===== config.mk =====
export PLATFORM = sky130hd
export DESIGN_NAME = frame_reader_flat
export DESIGN_NICKNAME = d
export VERILOG_FILES = /design/src/frame_reader_pkg.sv /design/src/vid_stream_if.sv /design/src/pattern_slicer.sv /design/src/frame_reader.sv /design/src/flat_wrapper.sv
export SDC_FILE = /design/constraint.sdc
export NUM_CORES = 1
export LEC_CHECK = 0
export ABC_CLOCK_PERIOD_IN_PS = 4200
export BUFFER_PORTS_ARGS = -buffer_cell sky130_fd_sc_hd__clkbuf_2
export CORE_UTILIZATION = 44
export DETAILED_ROUTE_END_ITERATION = 10
export GPL_TIMING_DRIVEN = 0
export HOLD_SLACK_MARGIN = 0.03
export SLEW_MARGIN = 20
export SYNTH_ARGS = -nofsm -noshare
export SYNTH_HDL_FRONTEND = slang
export SYNTH_SLANG_ARGS = --single-unit

===== constraint.sdc =====
create_clock -name aclk -period 4.2 [get_ports aclk]
set_clock_uncertainty 0.15 [all_clocks]
set_input_delay 0.63 -clock aclk [delete_from_list [all_inputs] [get_ports aclk]]
set_output_delay 0.63 -clock aclk [all_outputs]
set_load 0.03 [all_outputs]

===== src/frame_reader_pkg.sv =====
// constants, types and helpers shared by the frame reader and its stream sink
//
// Notes on behaviour
// - fetch frames from memory, stream them out
// - control packet then video header precede pixels
// - fetched patterns form the video packet payload
// - sequence repeats for every fetched frame
// - software sets width, height, interlace, base address
// - planes and bits per plane fixed at build
// - sequence channel count leaves beat layout alone
// - software gives pattern count per frame
// - software gives memory word count per frame
// - words hold whole patterns; upper leftovers ignored
// - lowest-order pattern in a word goes first
// - reads start at base, then successive words
// - two frame locations, one select field
// - one frame-completed interrupt per video packet
// - width/height capped at maxima; any interlace value
// - at most four parallel, three sequential planes
`default_nettype none
package frame_reader_pkg;
	//////////////////////////////////////////////////////////////////////
	// build-time pixel layout
	localparam int BITS_PER_PLANE = 8;
	localparam int PLANES_PAR = 3;
	localparam int PLANES_SEQ = 1;
	localparam int PATTERN_W = BITS_PER_PLANE * PLANES_PAR;
	localparam int MEM_W = 64;
	localparam int PATS_PER_WORD = MEM_W / PATTERN_W;
	localparam int ADDR_W = 32;
	localparam int CNT_W = 24;
	localparam int DIM_W = 16;
	localparam int ILACE_W = 4;
	localparam logic [DIM_W-1:0] MAX_WIDTH = 16'h0780;
	localparam logic [DIM_W-1:0] MAX_HEIGHT = 16'h0438;
	localparam logic [ADDR_W-1:0] WORD_BYTES = 32'h0000_0008;
	//////////////////////////////////////////////////////////////////////
	// stream packet framing
	localparam logic [3:0] PKT_VIDEO = 4'h0;
	localparam logic [3:0] PKT_CTRL = 4'hF;
	localparam int CTRL_W = 2 * DIM_W + ILACE_W;
	localparam logic [1:0] CTRL_LAST_BEAT = 2'h2;
	//////////////////////////////////////////////////////////////////////
	// register map, byte addresses on the AXI4-Lite port
	localparam int REG_AW = 8;
	localparam logic [REG_AW-1:0] OFS_CTRL = 8'h00;
	localparam logic [REG_AW-1:0] OFS_STATUS = 8'h04;
	localparam logic [REG_AW-1:0] OFS_IRQ_STAT = 8'h08;
	localparam logic [REG_AW-1:0] OFS_IRQ_MASK = 8'h0C;
	localparam logic [REG_AW-1:0] OFS_FRAME_SEL = 8'h10;
	localparam logic [2:0] SET0_PAGE = 3'h1; // 0x20..0x3F
	localparam logic [2:0] SET1_PAGE = 3'h2; // 0x40..0x5F
	localparam logic [2:0] FLD_BASE = 3'h0;
	localparam logic [2:0] FLD_WORDS = 3'h1;
	localparam logic [2:0] FLD_PATS = 3'h2;
	localparam logic [2:0] FLD_WIDTH = 3'h3;
	localparam logic [2:0] FLD_HEIGHT = 3'h4;
	localparam logic [2:0] FLD_ILACE = 3'h5;
	localparam int RUN_BIT = 0;
	localparam int BUSY_BIT = 0;
	localparam int CUR_SET_BIT = 1;
	localparam int FRAME_IRQ_BIT = 0;
	localparam logic [DIM_W-1:0] RST_WIDTH = 16'h0280;
	localparam logic [DIM_W-1:0] RST_HEIGHT = 16'h01E0;
	localparam logic [1:0] RESP_OKAY = 2'h0;
	localparam logic [1:0] RESP_SLVERR = 2'h2;

	typedef enum logic [2:0] {
		st_idle, st_ctrl_hdr, st_ctrl_body, st_vid_hdr, st_fetch, st_wait, st_emit
	} reader_state_t;

	// byte-lane merge of a write into an old value
	function automatic logic [31:0] strb_merge(input logic [31:0] old_v,
		input logic [31:0] new_v, input logic [3:0] strb);
		logic [31:0] r;
		r = old_v;
		for (int i = 0; i < 4; i++) begin
			if (strb[i]) begin
				r[8*i +: 8] = new_v[8*i +: 8];
			end
		end
		return r;
	endfunction : strb_merge

	// clamp a programmed dimension to its build-time maximum
	function automatic logic [DIM_W-1:0] clamp_dim(input logic [DIM_W-1:0] v,
		input logic [DIM_W-1:0] lim);
		return (v > lim) ? lim : v;
	endfunction : clamp_dim
endpackage : frame_reader_pkg
`default_nettype wire


===== src/vid_stream_if.sv =====
// streaming video link between the frame reader and its sink
`default_nettype none
interface vid_stream_if;
	import frame_reader_pkg::*;
	logic [PATTERN_W-1:0] data;
	logic valid;
	logic ready;
	logic sop;
	logic eop;
	modport source(output data, output valid, output sop, output eop, input ready);
	modport sink(input data, input valid, input sop, input eop, output ready);
endinterface : vid_stream_if
`default_nettype wire


===== src/pattern_slicer.sv =====
// picks one per-beat pattern out of a fetched memory word
`default_nettype none
module pattern_slicer
	import frame_reader_pkg::*;
(
	input wire logic [MEM_W-1:0] word,
	input wire logic [1:0] idx,
	output logic [PATTERN_W-1:0] pattern
);
	// lowest-order slot first; bits above the last whole slot never used
	assign pattern = word[32'(idx) * PATTERN_W +: PATTERN_W];
endmodule : pattern_slicer
`default_nettype wire


===== src/frame_reader.sv =====
// frame reader: register slave, memory read master and stream source
`default_nettype none
module frame_reader
	import frame_reader_pkg::*;
(
	input wire logic aclk,
	input wire logic aresetn,
	input wire logic [REG_AW-1:0] awaddr,
	input wire logic awvalid,
	output logic awready,
	input wire logic [31:0] wdata,
	input wire logic [3:0] wstrb,
	input wire logic wvalid,
	output logic wready,
	output logic [1:0] bresp,
	output logic bvalid,
	input wire logic bready,
	input wire logic [REG_AW-1:0] araddr,
	input wire logic arvalid,
	output logic arready,
	output logic [31:0] rdata,
	output logic [1:0] rresp,
	output logic rvalid,
	input wire logic rready,
	output logic irq,
	output logic mem_read,
	output logic [ADDR_W-1:0] mem_address,
	input wire logic mem_waitrequest,
	input wire logic [MEM_W-1:0] mem_readdata,
	input wire logic mem_readdatavalid,
	vid_stream_if.source vs
);
	//////////////////////////////////////////////////////////////////////
	// register state
	logic awready_r, wready_r, bvalid_r, arready_r, rvalid_r;
	logic [1:0] bresp_r, rresp_r;
	logic [31:0] rdata_r;
	logic [REG_AW-1:0] aw_addr_r;
	logic [31:0] w_data_r;
	logic [3:0] w_strb_r;
	logic run_r, frame_sel_r, irq_stat_r, irq_mask_r, irq_r;
	logic [ADDR_W-1:0] base_r [2];
	logic [CNT_W-1:0] words_r [2];
	logic [CNT_W-1:0] pats_r [2];
	logic [DIM_W-1:0] width_r [2];
	logic [DIM_W-1:0] height_r [2];
	logic [ILACE_W-1:0] ilace_r [2];

	// reader state
	reader_state_t state_r;
	logic cur_set_r;
	logic [ADDR_W-1:0] addr_r;
	logic [CNT_W-1:0] words_left_r, pats_left_r;
	logic [CTRL_W-1:0] ctrl_r;
	logic [1:0] beat_r, idx_r;
	logic [MEM_W-1:0] word_r;
	logic mem_read_r;
	logic [PATTERN_W-1:0] st_data_r;
	logic st_valid_r, st_sop_r, st_eop_r;

	//////////////////////////////////////////////////////////////////////
	// write decode: one write at a time, taken once address and data are held
	wire do_write = !awready_r && !wready_r && !bvalid_r;
	wire [2:0] w_page = aw_addr_r[7:5];
	wire w_set_hit = (w_page == SET0_PAGE || w_page == SET1_PAGE) && aw_addr_r[4:2] <= FLD_ILACE;
	wire w_set = (w_page == SET1_PAGE);
	wire [2:0] w_fld = aw_addr_r[4:2];
	wire w_top_hit = aw_addr_r == OFS_CTRL || aw_addr_r == OFS_STATUS || aw_addr_r == OFS_IRQ_STAT
		|| aw_addr_r == OFS_IRQ_MASK || aw_addr_r == OFS_FRAME_SEL;
	wire w_ok = w_set_hit || w_top_hit;
	logic [31:0] w_old, set_rd_word;
	wire [31:0] w_val = strb_merge(w_old, w_data_r, w_strb_r);
	wire irq_clear = do_write && aw_addr_r == OFS_IRQ_STAT && w_val[FRAME_IRQ_BIT];

	// read decode
	wire [2:0] r_page = araddr[7:5];
	wire r_set_hit = (r_page == SET0_PAGE || r_page == SET1_PAGE) && araddr[4:2] <= FLD_ILACE;
	wire r_top_hit = araddr == OFS_CTRL || araddr == OFS_STATUS || araddr == OFS_IRQ_STAT
		|| araddr == OFS_IRQ_MASK || araddr == OFS_FRAME_SEL;
	wire [31:0] status_word = {30'h0, cur_set_r, state_r != st_idle};
	wire [31:0] top_word = (araddr == OFS_CTRL) ? {31'h0, run_r} :
		(araddr == OFS_STATUS) ? status_word :
		(araddr == OFS_IRQ_STAT) ? {31'h0, irq_stat_r} :
		(araddr == OFS_IRQ_MASK) ? {31'h0, irq_mask_r} : {31'h0, frame_sel_r};
	wire [31:0] r_word = r_set_hit ? set_rd_word : r_top_hit ? top_word : 32'h0000_0000;

	// field views read the location arrays, so a process must see those arrays change
	always_comb begin
		w_old = w_set_hit ? set_value(w_set, w_fld) : 32'h0000_0000;
		set_rd_word = set_value(r_page == SET1_PAGE, araddr[4:2]);
	end

	// zero-extended view of one field of one frame location
	function automatic logic [31:0] set_value(input logic s, input logic [2:0] f);
		unique case (f)
			FLD_BASE: return base_r[s];
			FLD_WORDS: return {8'h00, words_r[s]};
			FLD_PATS: return {8'h00, pats_r[s]};
			FLD_WIDTH: return {16'h0000, width_r[s]};
			FLD_HEIGHT: return {16'h0000, height_r[s]};
			default: return {28'h0000000, ilace_r[s]};
		endcase
	endfunction : set_value

	//////////////////////////////////////////////////////////////////////
	// AXI4-Lite handshakes
	always_ff @(posedge aclk) begin
		if (!aresetn) begin
			awready_r <= 1'b1;
			wready_r <= 1'b1;
			bvalid_r <= 1'b0;
			bresp_r <= RESP_OKAY;
			arready_r <= 1'b1;
			rvalid_r <= 1'b0;
			rresp_r <= RESP_OKAY;
			rdata_r <= 32'h0000_0000;
		end else begin
			if (awvalid && awready_r) begin
				awready_r <= 1'b0;
			end
			if (wvalid && wready_r) begin
				wready_r <= 1'b0;
			end
			if (do_write) begin
				bvalid_r <= 1'b1;
				bresp_r <= w_ok ? RESP_OKAY : RESP_SLVERR;
			end else if (bvalid_r && bready) begin
				bvalid_r <= 1'b0;
				awready_r <= 1'b1;
				wready_r <= 1'b1;
			end
			if (arvalid && arready_r) begin
				arready_r <= 1'b0;
				rvalid_r <= 1'b1;
				rdata_r <= r_word;
				rresp_r <= (r_set_hit || r_top_hit) ? RESP_OKAY : RESP_SLVERR;
			end else if (rvalid_r && rready) begin
				rvalid_r <= 1'b0;
				arready_r <= 1'b1;
			end
		end
	end

	// capture of address and data, each in its own order
	always_ff @(posedge aclk) begin
		if (!aresetn) begin
			aw_addr_r <= 8'h00;
			w_data_r <= 32'h0000_0000;
			w_strb_r <= 4'h0;
		end else begin
			if (awvalid && awready_r) begin
				aw_addr_r <= awaddr;
			end
			if (wvalid && wready_r) begin
				w_data_r <= wdata;
				w_strb_r <= wstrb;
			end
		end
	end

	//////////////////////////////////////////////////////////////////////
	// software-visible control and frame location registers
	always_ff @(posedge aclk) begin
		if (!aresetn) begin
			run_r <= 1'b0;
			frame_sel_r <= 1'b0;
			irq_mask_r <= 1'b0;
			for (int i = 0; i < 2; i++) begin
				base_r[i] <= 32'h0000_0000;
				words_r[i] <= 24'h000000;
				pats_r[i] <= 24'h000000;
				width_r[i] <= RST_WIDTH;
				height_r[i] <= RST_HEIGHT;
				ilace_r[i] <= 4'h0;
			end
		end else if (do_write) begin
			if (aw_addr_r == OFS_CTRL) run_r <= w_val[RUN_BIT];
			if (aw_addr_r == OFS_IRQ_MASK) irq_mask_r <= w_val[FRAME_IRQ_BIT];
			if (aw_addr_r == OFS_FRAME_SEL) frame_sel_r <= w_val[0];
			if (w_set_hit) begin
				unique case (w_fld)
					FLD_BASE: base_r[w_set] <= w_val;
					FLD_WORDS: words_r[w_set] <= w_val[CNT_W-1:0];
					FLD_PATS: pats_r[w_set] <= w_val[CNT_W-1:0];
					FLD_WIDTH: width_r[w_set] <= clamp_dim(w_val[15:0], MAX_WIDTH);
					FLD_HEIGHT: height_r[w_set] <= clamp_dim(w_val[15:0], MAX_HEIGHT);
					default: ilace_r[w_set] <= w_val[ILACE_W-1:0];
				endcase
			end
		end
	end

	//////////////////////////////////////////////////////////////////////
	// stream beat selection; the output stage reloads only when empty or drained
	wire can_load = !st_valid_r || vs.ready;
	wire [PATTERN_W-1:0] pattern;
	wire last_slot = (idx_r == 2'(PATS_PER_WORD - 1));
	wire last_pat = pats_left_r == 24'h000001 || (last_slot && words_left_r == 24'h000000);
	wire empty_frame = pats_left_r == 24'h000000 || words_left_r == 24'h000000;
	wire vid_done = can_load && ((state_r == st_emit && last_pat)
		|| (state_r == st_vid_hdr && empty_frame));

	pattern_slicer u_slicer (
		.word(word_r),
		.idx(idx_r),
		.pattern(pattern)
	);

	// control packet beat: three nibbles, one in the low bits of each plane
	function automatic logic [PATTERN_W-1:0] ctrl_beat(input logic [CTRL_W-1:0] c,
		input logic [1:0] b);
		logic [PATTERN_W-1:0] r;
		r = '0;
		for (int s = 0; s < PLANES_PAR; s++) begin
			r[BITS_PER_PLANE*s +: 4] = c[CTRL_W - 4 - 4 * (3 * 32'(b) + s) +: 4];
		end
		return r;
	endfunction : ctrl_beat

	//////////////////////////////////////////////////////////////////////
	// frame sequencer: control packet, video header, then fetched payload
	always_ff @(posedge aclk) begin
		if (!aresetn) begin
			state_r <= st_idle;
			cur_set_r <= 1'b0;
			addr_r <= 32'h0000_0000;
			words_left_r <= 24'h000000;
			pats_left_r <= 24'h000000;
			ctrl_r <= '0;
			beat_r <= 2'h0;
			idx_r <= 2'h0;
			word_r <= '0;
			mem_read_r <= 1'b0;
			st_valid_r <= 1'b0;
			st_data_r <= '0;
			st_sop_r <= 1'b0;
			st_eop_r <= 1'b0;
		end else begin
			if (st_valid_r && vs.ready) st_valid_r <= 1'b0;
			unique case (state_r)
				st_idle: if (run_r) begin
					cur_set_r <= frame_sel_r;
					addr_r <= base_r[frame_sel_r];
					words_left_r <= words_r[frame_sel_r];
					pats_left_r <= pats_r[frame_sel_r];
					ctrl_r <= {width_r[frame_sel_r], height_r[frame_sel_r], ilace_r[frame_sel_r]};
					state_r <= st_ctrl_hdr;
				end
				st_ctrl_hdr: if (can_load) begin
					st_valid_r <= 1'b1;
					st_data_r <= {{(PATTERN_W-4){1'b0}}, PKT_CTRL};
					st_sop_r <= 1'b1;
					st_eop_r <= 1'b0;
					beat_r <= 2'h0;
					state_r <= st_ctrl_body;
				end
				st_ctrl_body: if (can_load) begin
					st_valid_r <= 1'b1;
					st_data_r <= ctrl_beat(ctrl_r, beat_r);
					st_sop_r <= 1'b0;
					st_eop_r <= (beat_r == CTRL_LAST_BEAT);
					beat_r <= beat_r + 2'h1;
					if (beat_r == CTRL_LAST_BEAT) state_r <= st_vid_hdr;
				end
				st_vid_hdr: if (can_load) begin
					st_valid_r <= 1'b1;
					st_data_r <= {{(PATTERN_W-4){1'b0}}, PKT_VIDEO};
					st_sop_r <= 1'b1;
					st_eop_r <= empty_frame;
					state_r <= empty_frame ? st_idle : st_fetch;
				end
				st_fetch: if (!mem_read_r) begin
					mem_read_r <= 1'b1;
				end else if (!mem_waitrequest) begin
					mem_read_r <= 1'b0;
					addr_r <= addr_r + WORD_BYTES;
					words_left_r <= words_left_r - 24'h000001;
					state_r <= st_wait;
				end
				st_wait: if (mem_readdatavalid) begin
					word_r <= mem_readdata;
					idx_r <= 2'h0;
					state_r <= st_emit;
				end
				st_emit: if (can_load) begin
					st_valid_r <= 1'b1;
					st_data_r <= pattern;
					st_sop_r <= 1'b0;
					st_eop_r <= last_pat;
					pats_left_r <= pats_left_r - 24'h000001;
					idx_r <= idx_r + 2'h1;
					if (last_pat) state_r <= st_idle;
					else if (last_slot) state_r <= st_fetch;
				end
			endcase
		end
	end

	//////////////////////////////////////////////////////////////////////
	// frame-completed interrupt: a new event wins over a same-cycle clear
	always_ff @(posedge aclk) begin
		if (!aresetn) begin
			irq_stat_r <= 1'b0;
			irq_r <= 1'b0;
		end else begin
			irq_stat_r <= (irq_stat_r && !irq_clear) || vid_done;
			irq_r <= irq_stat_r && irq_mask_r;
		end
	end

	assign awready = awready_r;
	assign wready = wready_r;
	assign bvalid = bvalid_r;
	assign bresp = bresp_r;
	assign arready = arready_r;
	assign rvalid = rvalid_r;
	assign rdata = rdata_r;
	assign rresp = rresp_r;
	assign irq = irq_r;
	assign mem_read = mem_read_r;
	assign mem_address = addr_r;
	assign vs.valid = st_valid_r;
	assign vs.data = st_data_r;
	assign vs.sop = st_sop_r;
	assign vs.eop = st_eop_r;
endmodule : frame_reader
`default_nettype wire


===== src/flat_wrapper.sv =====
// flat-port wrapper written by rule: the top's interface ports become plain ports
module frame_reader_flat import frame_reader_pkg::*;
  (aclk, aresetn, awaddr, awvalid, awready, wdata, wstrb, wvalid, wready, bresp, bvalid, bready, araddr, arvalid, arready, rdata, rresp, rvalid, rready, irq, mem_read, mem_address, mem_waitrequest, mem_readdata, mem_readdatavalid, vs_data, vs_valid, vs_sop, vs_eop, vs_ready);
  vid_stream_if vs_i ();
  input wire logic aclk;
  input wire logic aresetn;
  input wire logic [REG_AW-1:0] awaddr;
  input wire logic awvalid;
  output logic awready;
  input wire logic [31:0] wdata;
  input wire logic [3:0] wstrb;
  input wire logic wvalid;
  output logic wready;
  output logic [1:0] bresp;
  output logic bvalid;
  input wire logic bready;
  input wire logic [REG_AW-1:0] araddr;
  input wire logic arvalid;
  output logic arready;
  output logic [31:0] rdata;
  output logic [1:0] rresp;
  output logic rvalid;
  input wire logic rready;
  output logic irq;
  output logic mem_read;
  output logic [ADDR_W-1:0] mem_address;
  input wire logic mem_waitrequest;
  input wire logic [MEM_W-1:0] mem_readdata;
  input wire logic mem_readdatavalid;
  output wire logic [$bits(vs_i.data)-1:0] vs_data;
  output wire logic [$bits(vs_i.valid)-1:0] vs_valid;
  output wire logic [$bits(vs_i.sop)-1:0] vs_sop;
  output wire logic [$bits(vs_i.eop)-1:0] vs_eop;
  input wire logic [$bits(vs_i.ready)-1:0] vs_ready;
  assign vs_data = vs_i.data;
  assign vs_valid = vs_i.valid;
  assign vs_sop = vs_i.sop;
  assign vs_eop = vs_i.eop;
  assign vs_i.ready = vs_ready;
  frame_reader u_core (.aclk(aclk), .aresetn(aresetn), .awaddr(awaddr), .awvalid(awvalid), .awready(awready), .wdata(wdata), .wstrb(wstrb), .wvalid(wvalid), .wready(wready), .bresp(bresp), .bvalid(bvalid), .bready(bready), .araddr(araddr), .arvalid(arvalid), .arready(arready), .rdata(rdata), .rresp(rresp), .rvalid(rvalid), .rready(rready), .irq(irq), .mem_read(mem_read), .mem_address(mem_address), .mem_waitrequest(mem_waitrequest), .mem_readdata(mem_readdata), .mem_readdatavalid(mem_readdatavalid), .vs(vs_i));
endmodule

* After elaboration in Yosys (flattened, before gate mapping)
Memories as Yosys holds them, arrays and structs flattened. A register that Yosys moved wholly into a read port is not among the register bits. Index checks and enable logic that the tools add are counted.
Storage, ports and cells: bits in registers 270, bits in latches 0, RAM bits 232, memory bits (read-only) 0, input bits 126, output and inout port bits 102, word-level logic and storage cells 308, memories kept 6
Cells by class: add/sub/neg operators 10, multipliers 2, div/mod/pow operators 0, order comparisons 4, equal/unequal tests 41, shift operators 4, mux-type cells 131, bitwise logic cells 0, reductions and logical operators 81
Memory list:
- u_core.base_r | depth 2, width 32, rd ports 3, clocked after memory_dff 1, write ports 2, line frame_reader.sv:42 | logic [ADDR_W-1:0] base_r [2];
- u_core.pats_r | depth 2, width 24, rd ports 3, clocked after memory_dff 1, write ports 2, line frame_reader.sv:44 | logic [CNT_W-1:0] pats_r [2];
- u_core.words_r | depth 2, width 24, rd ports 3, clocked after memory_dff 1, write ports 2, line frame_reader.sv:43 | logic [CNT_W-1:0] words_r [2];
- u_core.height_r | depth 2, width 16, rd ports 3, clocked after memory_dff 1, write ports 2, line frame_reader.sv:46 | logic [DIM_W-1:0] height_r [2];
- u_core.width_r | depth 2, width 16, rd ports 3, clocked after memory_dff 1, write ports 2, line frame_reader.sv:45 | logic [DIM_W-1:0] width_r [2];
- u_core.ilace_r | depth 2, width 4, rd ports 3, clocked after memory_dff 1, write ports 2, line frame_reader.sv:47 | logic [ILACE_W-1:0] ilace_r [2];
Operator list (number):
- 32-bit two-way mux | 10
- 32-bit case mux with 5 select lines | 2
- 24-bit two-way mux | 11
- 36-bit by 33-bit variable part select with 4-bit output | 3
- 24-bit case mux with 2 select lines | 2
- 24-bit case mux with 4 select lines | 1
- 1-bit two-way mux | 72
- 16-bit two-way mux | 4
- 32-bit case mux with 2 select lines | 1
- 64-bit by 8-bit variable part select with 24-bit output | 1
- 6-bit by 32-bit subtractor with 32-bit output (first input constant) | 2
- 24-bit zero test | 2
- 24-bit OR reduction | 2
- 24-bit by 1-bit subtractor with 24-bit output (second input constant) | 2
- 3-bit two-way mux | 12
- 32-bit by 4-bit adder with 32-bit output (second input constant) | 1
- 8-bit by 4-bit equality test with 1-bit output (second input constant) | 4
- 16-bit by 11-bit greater-than comparator with 1-bit output (second input constant) | 2
- 8-bit two-way mux | 4
- 16-bit OR reduction | 2
- 32-bit OR reduction | 1
- 24-bit by 1-bit equality test with 1-bit output (second input constant) | 1
- 3-bit by 2-bit equality test with 1-bit output (second input constant) | 8
- 3-bit case mux with 7 select lines | 1
- 37 further kinds | 122

* Longest topological paths before layout
Gate-level depths: netlist of the first run.
word-level depth 9, gate-level depth with buffers 11

* Cells and area by module
From an unflattened synthesis of the first run, not the netlist that was laid out.
Second synthesis, totals: cell total of the unflattened synthesis 3129, area, all modules 28647.5 sq um
By module, submodules not included:
- frame_reader | times used 1, cells each 3072, area an instance 28144.5 sq um, sequential area each 13072.5 sq um
- pattern_slicer | times used 1, cells each 57, area an instance 503.0 sq um, sequential area each 0.0 sq um

* Least setup slack after synthesis of the first run
OpenSTA, ideal clock, no wires.
kind register -> register, start point reg u_core.aw_addr_r[3], end point mem u_core.words_r[1][0], enable pin, library setup time 0.381 ns, arrival 2.542 ns, slack 1.127 ns, stages on the path, launching flop included 10, path through dfxtp_1 buf_4 buf_2 buf_2 buf_1 a211o_1 nor2_1 nand2_1 clkbuf_1 nand2_1
RTL lines:
- start: declaration | line frame_reader.sv:38 | logic [REG_AW-1:0] aw_addr_r;
- start signal: assignment | line frame_reader.sv:152 | aw_addr_r <= awaddr;
- end: declaration | line frame_reader.sv:43

==> metrics, run 1 <==
status=complete, no violations; RSZ-0062 raised after global routing=no; row count=91; Starting DRT DRC Count=4042; Startpoint Class=flop; Hold Fails Final Rpt=0; fin area=0.0324 sq mm; Routed Antenna Nets=0; drt wl/cell=32.4 microns; worst vdd ir=0.000399 V; sequential fraction of the synthesis area=46.9%; Worst Hold Class=in2reg; Tot GR Track Use=42.4%; top cell type by total area after synthesis=edfxtp_1; EDFF count, synth=232; Netlist Area Pre-Place=0.0278 sq mm; DRT met1 WL=53600 microns; hpwl dp=104000 microns; leakage=11.1 nW; post-CTS setup buffer count=0; Pwr Total=0.0142 W; WL met2=58300 microns; Sum Neg Setup Slack=0 ns; commonest non-fill, non-tap cell in the layout=nor2_1; met3 routed WL=17200 microns; first-pass GRT wire length=190000 microns; vias post-DR=27404; worst skew pair latency=0.66 ns; Slew @ Worst Pin=1.27 ns; die width=254 microns; Async SR Flop Fraction=0%; Num CTS Buffers=59; Sink Count=537; max_slew headroom=15.4%; # Max-Cap Violations=0; max-slew violation count=0; dpl cells=4137; largest net degree at the start of global routing=25; port buffer count=222; vias in the first global route=25218; R2R setup slack=0.07 ns; Synth cell types=89; Fmax=242 MHz; clk buf depth=3; Tcrit/Tclk final=98.4%; DP Area=0.0302 sq mm; drt drc=0; TritonCTS clock tree=built; Vias/cell=6.42; nets=3507; Top FF cell, synth=dfxtp_1; # setup viols final=0; DIE AREA=0.0643 sq mm; I/O pins=228; Yosys reg bits=537; routability cong.=1.03; main area contributors after synthesis=edfxtp_1 (25%), dfxtp_1 (22%), mux2i_1 (7.0%), nor2_1 (5.5%), nand2_1 (5.5%); initial antenna violation count=7; Synth Area per Inst=9.12 sq um; Non-Filler Instances=4268; Starting Density=44.8%; min Tclk post-route=4.13 ns; top layer in use=met5; Worst Path Required=4.34 ns; Pwr Density=438 mW/mm^2; post-synthesis cell count=3053; critical path endpoint category=flop; CP Class=reg2reg; proportion of layout cells with a drive suffix above 1=14.9%; core footprint=0.0622 sq mm; synth warn=0; die extent in y=254 microns; CTS root buf=clkbuf_16; Area growth syn-to-layout=16.2%; WP data arrival=4.28 ns; grt ovf=0; share of the synthesized area in the top cell type=25.0%; TritonRoute pass-1 iters=8; critical path fanouts, max=24; drt total wl=138000 microns; Worst-path clk slew=0.07 ns; H-tree levels=2; most frequent cells in the layout=nor2_1 (408), nand2_1 (398), dfxtp_1 (305), a21oi_1 (297), clkbuf_2 (233)
per-layer routing:
layer  vias up  track usage, %
met5         -               0
met3       369            12.9
met2      1941            62.4
met1     13295            54.8
li1      11795               -
met4         4            24.6
cell type report:
type	count	area, sq um
Tap cell	837	1050
Multi-Input combinational cell	2252	13800
Buffer	247	1030
Inverter	35	131
Clock inverter	13	121
Sequential cell	537	13100
Fill cell	5830	29800
Antenna cell	9	22.5
Clock buffer	99	1870
Timing Repair Buffer	239	1310
cell families after synthesis:
logic type	share of synthesized area (%)
buffers and inverters	4.12
other	0.0135
XOR/XNOR	0.126
multiplexers	12.0
adder cells (fa/ha/maj)	0.449
AND/OR/NAND/NOR	17.9
AO/OA/AOI/OAI	18.4
flip-flops	46.9
cells in the mapped netlist (all sizes together) (5+ instances only):
library cell and count:
a211o 6, a211oi 64, nor2b 40, clkbuf 196, o22ai 35, nor4 37, or4 6, mux2i 194
nor2 408, mux4 31, ha 10, or3 9, a22oi 57, nand2b 7, nand3b 13, nand4 13
inv 34, edfxtp 232, a221o 24, a221oi 21, a21oi 301, a32oi 32, nand3 59, o21ai 169
or2 7, mux2 63, nor3b 8, nor3 53, and3 15, a21o 8, o21a 8, and4 5
and2 16, nand2 408, a31oi 17, o31ai 7, buf 54, o211ai 21, o221ai 11, dfxtp 305
through the flow:
step / util, % / hold slack (ns) / setup slack, ns
floorplan: - / 0.282 / 1.13
global placement: 48.4 / 0.292 / -1.11
detailed placement: 48.5 / 0.296 / -0.783
CTS: 52.0 / 0.0311 / -0.115
global route: 52.0 / 0.0489 / 0.0273
finish: 52.1 / 0.0492 / 0.0671
where the power goes:
part           switching (W)  total (W)  internal (W)
Sequential          0.000372    0.00606       0.00569
Combinational        0.00200    0.00279      0.000798
Clock                0.00228    0.00532       0.00304
flip-flops by register name, summed over array words and instances (netlist names), 2 cells and up, named ones only:
register             cells
u_core.words_r          48
u_core.ctrl_r           36
u_core.width_r          32
u_core.idx_r             2
u_core.pats_left_r      24
u_core.pats_r           48
u_core.word_r           64
u_core.w_strb_r          4
u_core.state_r           3
u_core.base_r           64
u_core.rdata            32
u_core.beat_r            2
u_core.vs.data          24
u_core.mem_address      32
u_core.aw_addr_r         8
u_core.w_data_r         32
u_core.ilace_r           8
u_core.height_r         32
u_core.words_left_r     24
final timing paths:
kind | cells past startpoint | endpoint | start
worst max-delay path | 8 | u_core.pats_r[1][7] | u_core.aw_addr_r[5]
worst min-delay path | 3 | u_core.w_strb_r[1] | wstrb[1]
worst max register to register | 8 | u_core.pats_r[1][7] | u_core.aw_addr_r[5]
worst min register to register | 2 | u_core.word_r[23] | u_core.word_r[23]
repair_timing:
item,CTS,global route
endpoints found under the setup margin,213,204
hold buffers,12,0
endpoints found under the hold margin,12,0
cloned,0,0
resized for setup,12,13
worst max-delay path: stages, from the launching register on:
cell,delay [ns]
dfxtp_1,0.44
xnor2_1,0.15
or2_1,0.22
clkbuf_1,0.34
a211o_1,0.45
nor2_1,0.68
nand2_1,0.44
clkbuf_2,0.41
nand2_4,0.46
No activity file was read; power rests on OpenSTA's default activity.
==> inputs of run 2 (changes only) <==
--- a/config.mk
+++ b/config.mk
@@ -11,6 +11,7 @@
 export DETAILED_ROUTE_END_ITERATION = 10
 export GPL_TIMING_DRIVEN = 0
 export HOLD_SLACK_MARGIN = 0.03
+export SETUP_SLACK_MARGIN = 0.2
 export SLEW_MARGIN = 20
 export SYNTH_ARGS = -nofsm -noshare
 export SYNTH_HDL_FRONTEND = slang
==> run 2 against run 1 <==
  * Global-route usage rose by 0.069 points
  * Combinational power about the same
  * Fmax is 3.2% higher
  * Flip-flop and latch count unchanged
  * Clock power hardly changed
  * Setup slack better by 0.13 ns
  * Sequential share of layout area down 0.061 points
  * Critical path depth stayed put
  * Via count shrank 0.22%
  * Final area up 0.15%
  * Register-to-register slack gained 0.13 ns
==> metrics, run 2 (synthesis gave the netlist of run 1 again) <==
grt ovf=0 (unchanged); Worst Path Required=4.48 ns (+0.14 ns); DIE AREA=0.0643 sq mm (unchanged); Worst-path clk slew=0.07 ns (about the same); nets=3510 (+0.086%); drt total wl=139000 microns (+0.15%); hold_ws=0.0509 ns (+0.00165 ns); TritonRoute pass-1 iters=9 (+1); status=complete, no violations; worst vdd ir=0.000396 V (-0.75%); dpl cells=4137 (unchanged); Regs by FF count=u_core.base_r: 64 flops, u_core.word_r: 64 flops; post-CTS setup buffer count=0 (unchanged); Hold Fails Final Rpt=0 (unchanged); Worst Hold Launch=wdata[7]; critical path fanouts, max=10 (-58%); I/O pins=228 (unchanged); Critical path origin=u_core.aw_addr_r[2]; Util after Layout=52.1% (+0.079 points); vias post-DR=27345 (-0.22%); DRT met1 WL=53500 microns (-0.31%); max_slew headroom=4.69% (-11 points); Filler Cell Count=5827 (-0.051%); min Tclk post-route=4.01 ns (-0.127 ns); pre-CTS setup slack=-0.783 ns (unchanged); Area growth syn-to-layout=16.4%; die extent in y=254 microns (unchanged); Routed Antenna Nets=0 (unchanged); hpwl dp=104000 microns (unchanged); TritonCTS clock tree=built; drt drc=0 (unchanged); CP Class=reg2reg; critical path endpoint category=flop; proportion of layout cells with a drive suffix above 1=15.2% (+0.25 points); Starting Density=44.8% (unchanged); worst hold path depth=3 (unchanged); die width=254 microns (unchanged); Non-Filler Instances=4266 (-0.047%); WL met2=58300 microns (about the same); Setup WS post-layout=0.194 ns (+0.127 ns); most frequent cells in the layout=nor2_1 (406), nand2_1 (397), dfxtp_1 (305), a21oi_1 (297), clkbuf_2 (238); Vias/cell=6.41 (-0.17%); Worst Hold Class=in2reg; Tcrit/Tclk final=95.4% (-3.0 points); R2R depth=8 (unchanged); register area=0.0131 sq mm (unchanged); row count=91 (unchanged); met3 routed WL=17300 microns (+0.91%); WP data arrival=4.28 ns (about the same); commonest non-fill, non-tap cell in the layout=nor2_1; max-slew violation count=0 (unchanged); top layer in use=met5; first-pass GRT wire length=190000 microns (about the same); RSZ-0062 raised after global routing=no; Pwr Density=438 mW/mm^2 (about the same); Num CTS Buffers=59 (unchanged); vias in the first global route=25249 (+0.12%); largest net degree at the start of global routing=25 (unchanged); Startpoint Class=flop; # setup viols final=0 (unchanged); routability cong.=1.03 (unchanged); port buffer count=222 (unchanged); clk buf depth=3 (unchanged); area of the multi-input gates=0.0138 sq mm (+0.22%); leakage=11.2 nW (+0.25%); Starting DRT DRC Count=4190 (+3.7%); worst skew pair latency=0.66 ns (about the same); CTS root buf=clkbuf_16; Slew @ Worst Pin=1.43 ns (+0.161 ns); drt wl/cell=32.5 microns (+0.20%); Tot GR Track Use=42.4% (+0.069 points); # Max-Cap Violations=0 (unchanged); H-tree levels=2 (unchanged); worst r2r src=u_core.aw_addr_r[2]; core footprint=0.0622 sq mm (unchanged); Fmax=250 MHz (+3.2%); initial antenna violation count=7 (unchanged); Sink Count=537 (unchanged)
-- run 2: cell count changes in the layout (fill, tap and decap cells not counted), sizes merged --
cell	previous run	this run
diode	9	4
clkbuf	516	517
clkdlybuf4s15	2	4
-- run 2: final timing paths --
path,endpoint,slack [ns]
worst min-delay path,u_core.w_data_r[7],0.05
worst min register to register,u_core.word_r[23],0.30
worst max register to register,u_core.width_r[1][4],0.19
worst max-delay path,u_core.width_r[1][4],0.19
-- run 2: metal layers --
| layer | vias to the layer above | global-route usage [%] |
|---|---|---|
| li1 | 11785 | - |
| met1 | 13236 | 54.9 |
| met2 | 1942 | 61.8 |
| met3 | 378 | 13.0 |
| met4 | 4 | 26.0 |
| met5 | - | 0 |
-- run 2: critical path, stage by stage, from the launching register on --
cell and delay [ns]:
dfxtp_1 0.46, buf_2 0.31, clkbuf_1 0.53, buf_2 0.44, a21oi_1 0.14, o21ai_0 0.41, a32oi_1 0.19, clkdlybuf4s15_1 0.68
nor4_1 0.47
-- run 2: per-stage QoR --
| step | power [W] | TNS, ns | instance area [sq um] |
|---|---|---|---|
| after floorplan | 0.00764 | 0 | 27900 |
| after global placement | 0.00877 | -154.69 | 30100 |
| after detailed placement | 0.00880 | -84.55 | 30200 |
| after CTS | 0.0140 | 0 | 32300 |
| after global routing | 0.0145 | 0 | 32400 |
| final | 0.0142 | 0 | 32400 |
-- run 2: report_power, final --
group	internal, W	leakage [nW]	switching (W)	total, W
registers	0.00569	4.81	0.000373	0.00606
logic	0.000801	5.36	0.00200	0.00280
clock network	0.00304	0.985	0.00229	0.00533
-- run 2: final cells by class --
type	instances	share of cell area, %
multi-input combinational	2252	42.6
sequential	537	40.3
clock buffer	99	5.77
timing repair buffer	239	4.04
buffer	250	3.27
tap	837	3.23
inverter	35	0.405
clock inverter	13	0.374
antenna	4	0.0309
-- run 2: timing repair --
item,in CTS,in global routing
endpoints found under the setup margin,251,177
resized for setup,23,17
hold buffers,12,0
endpoints found under the hold margin,12,0
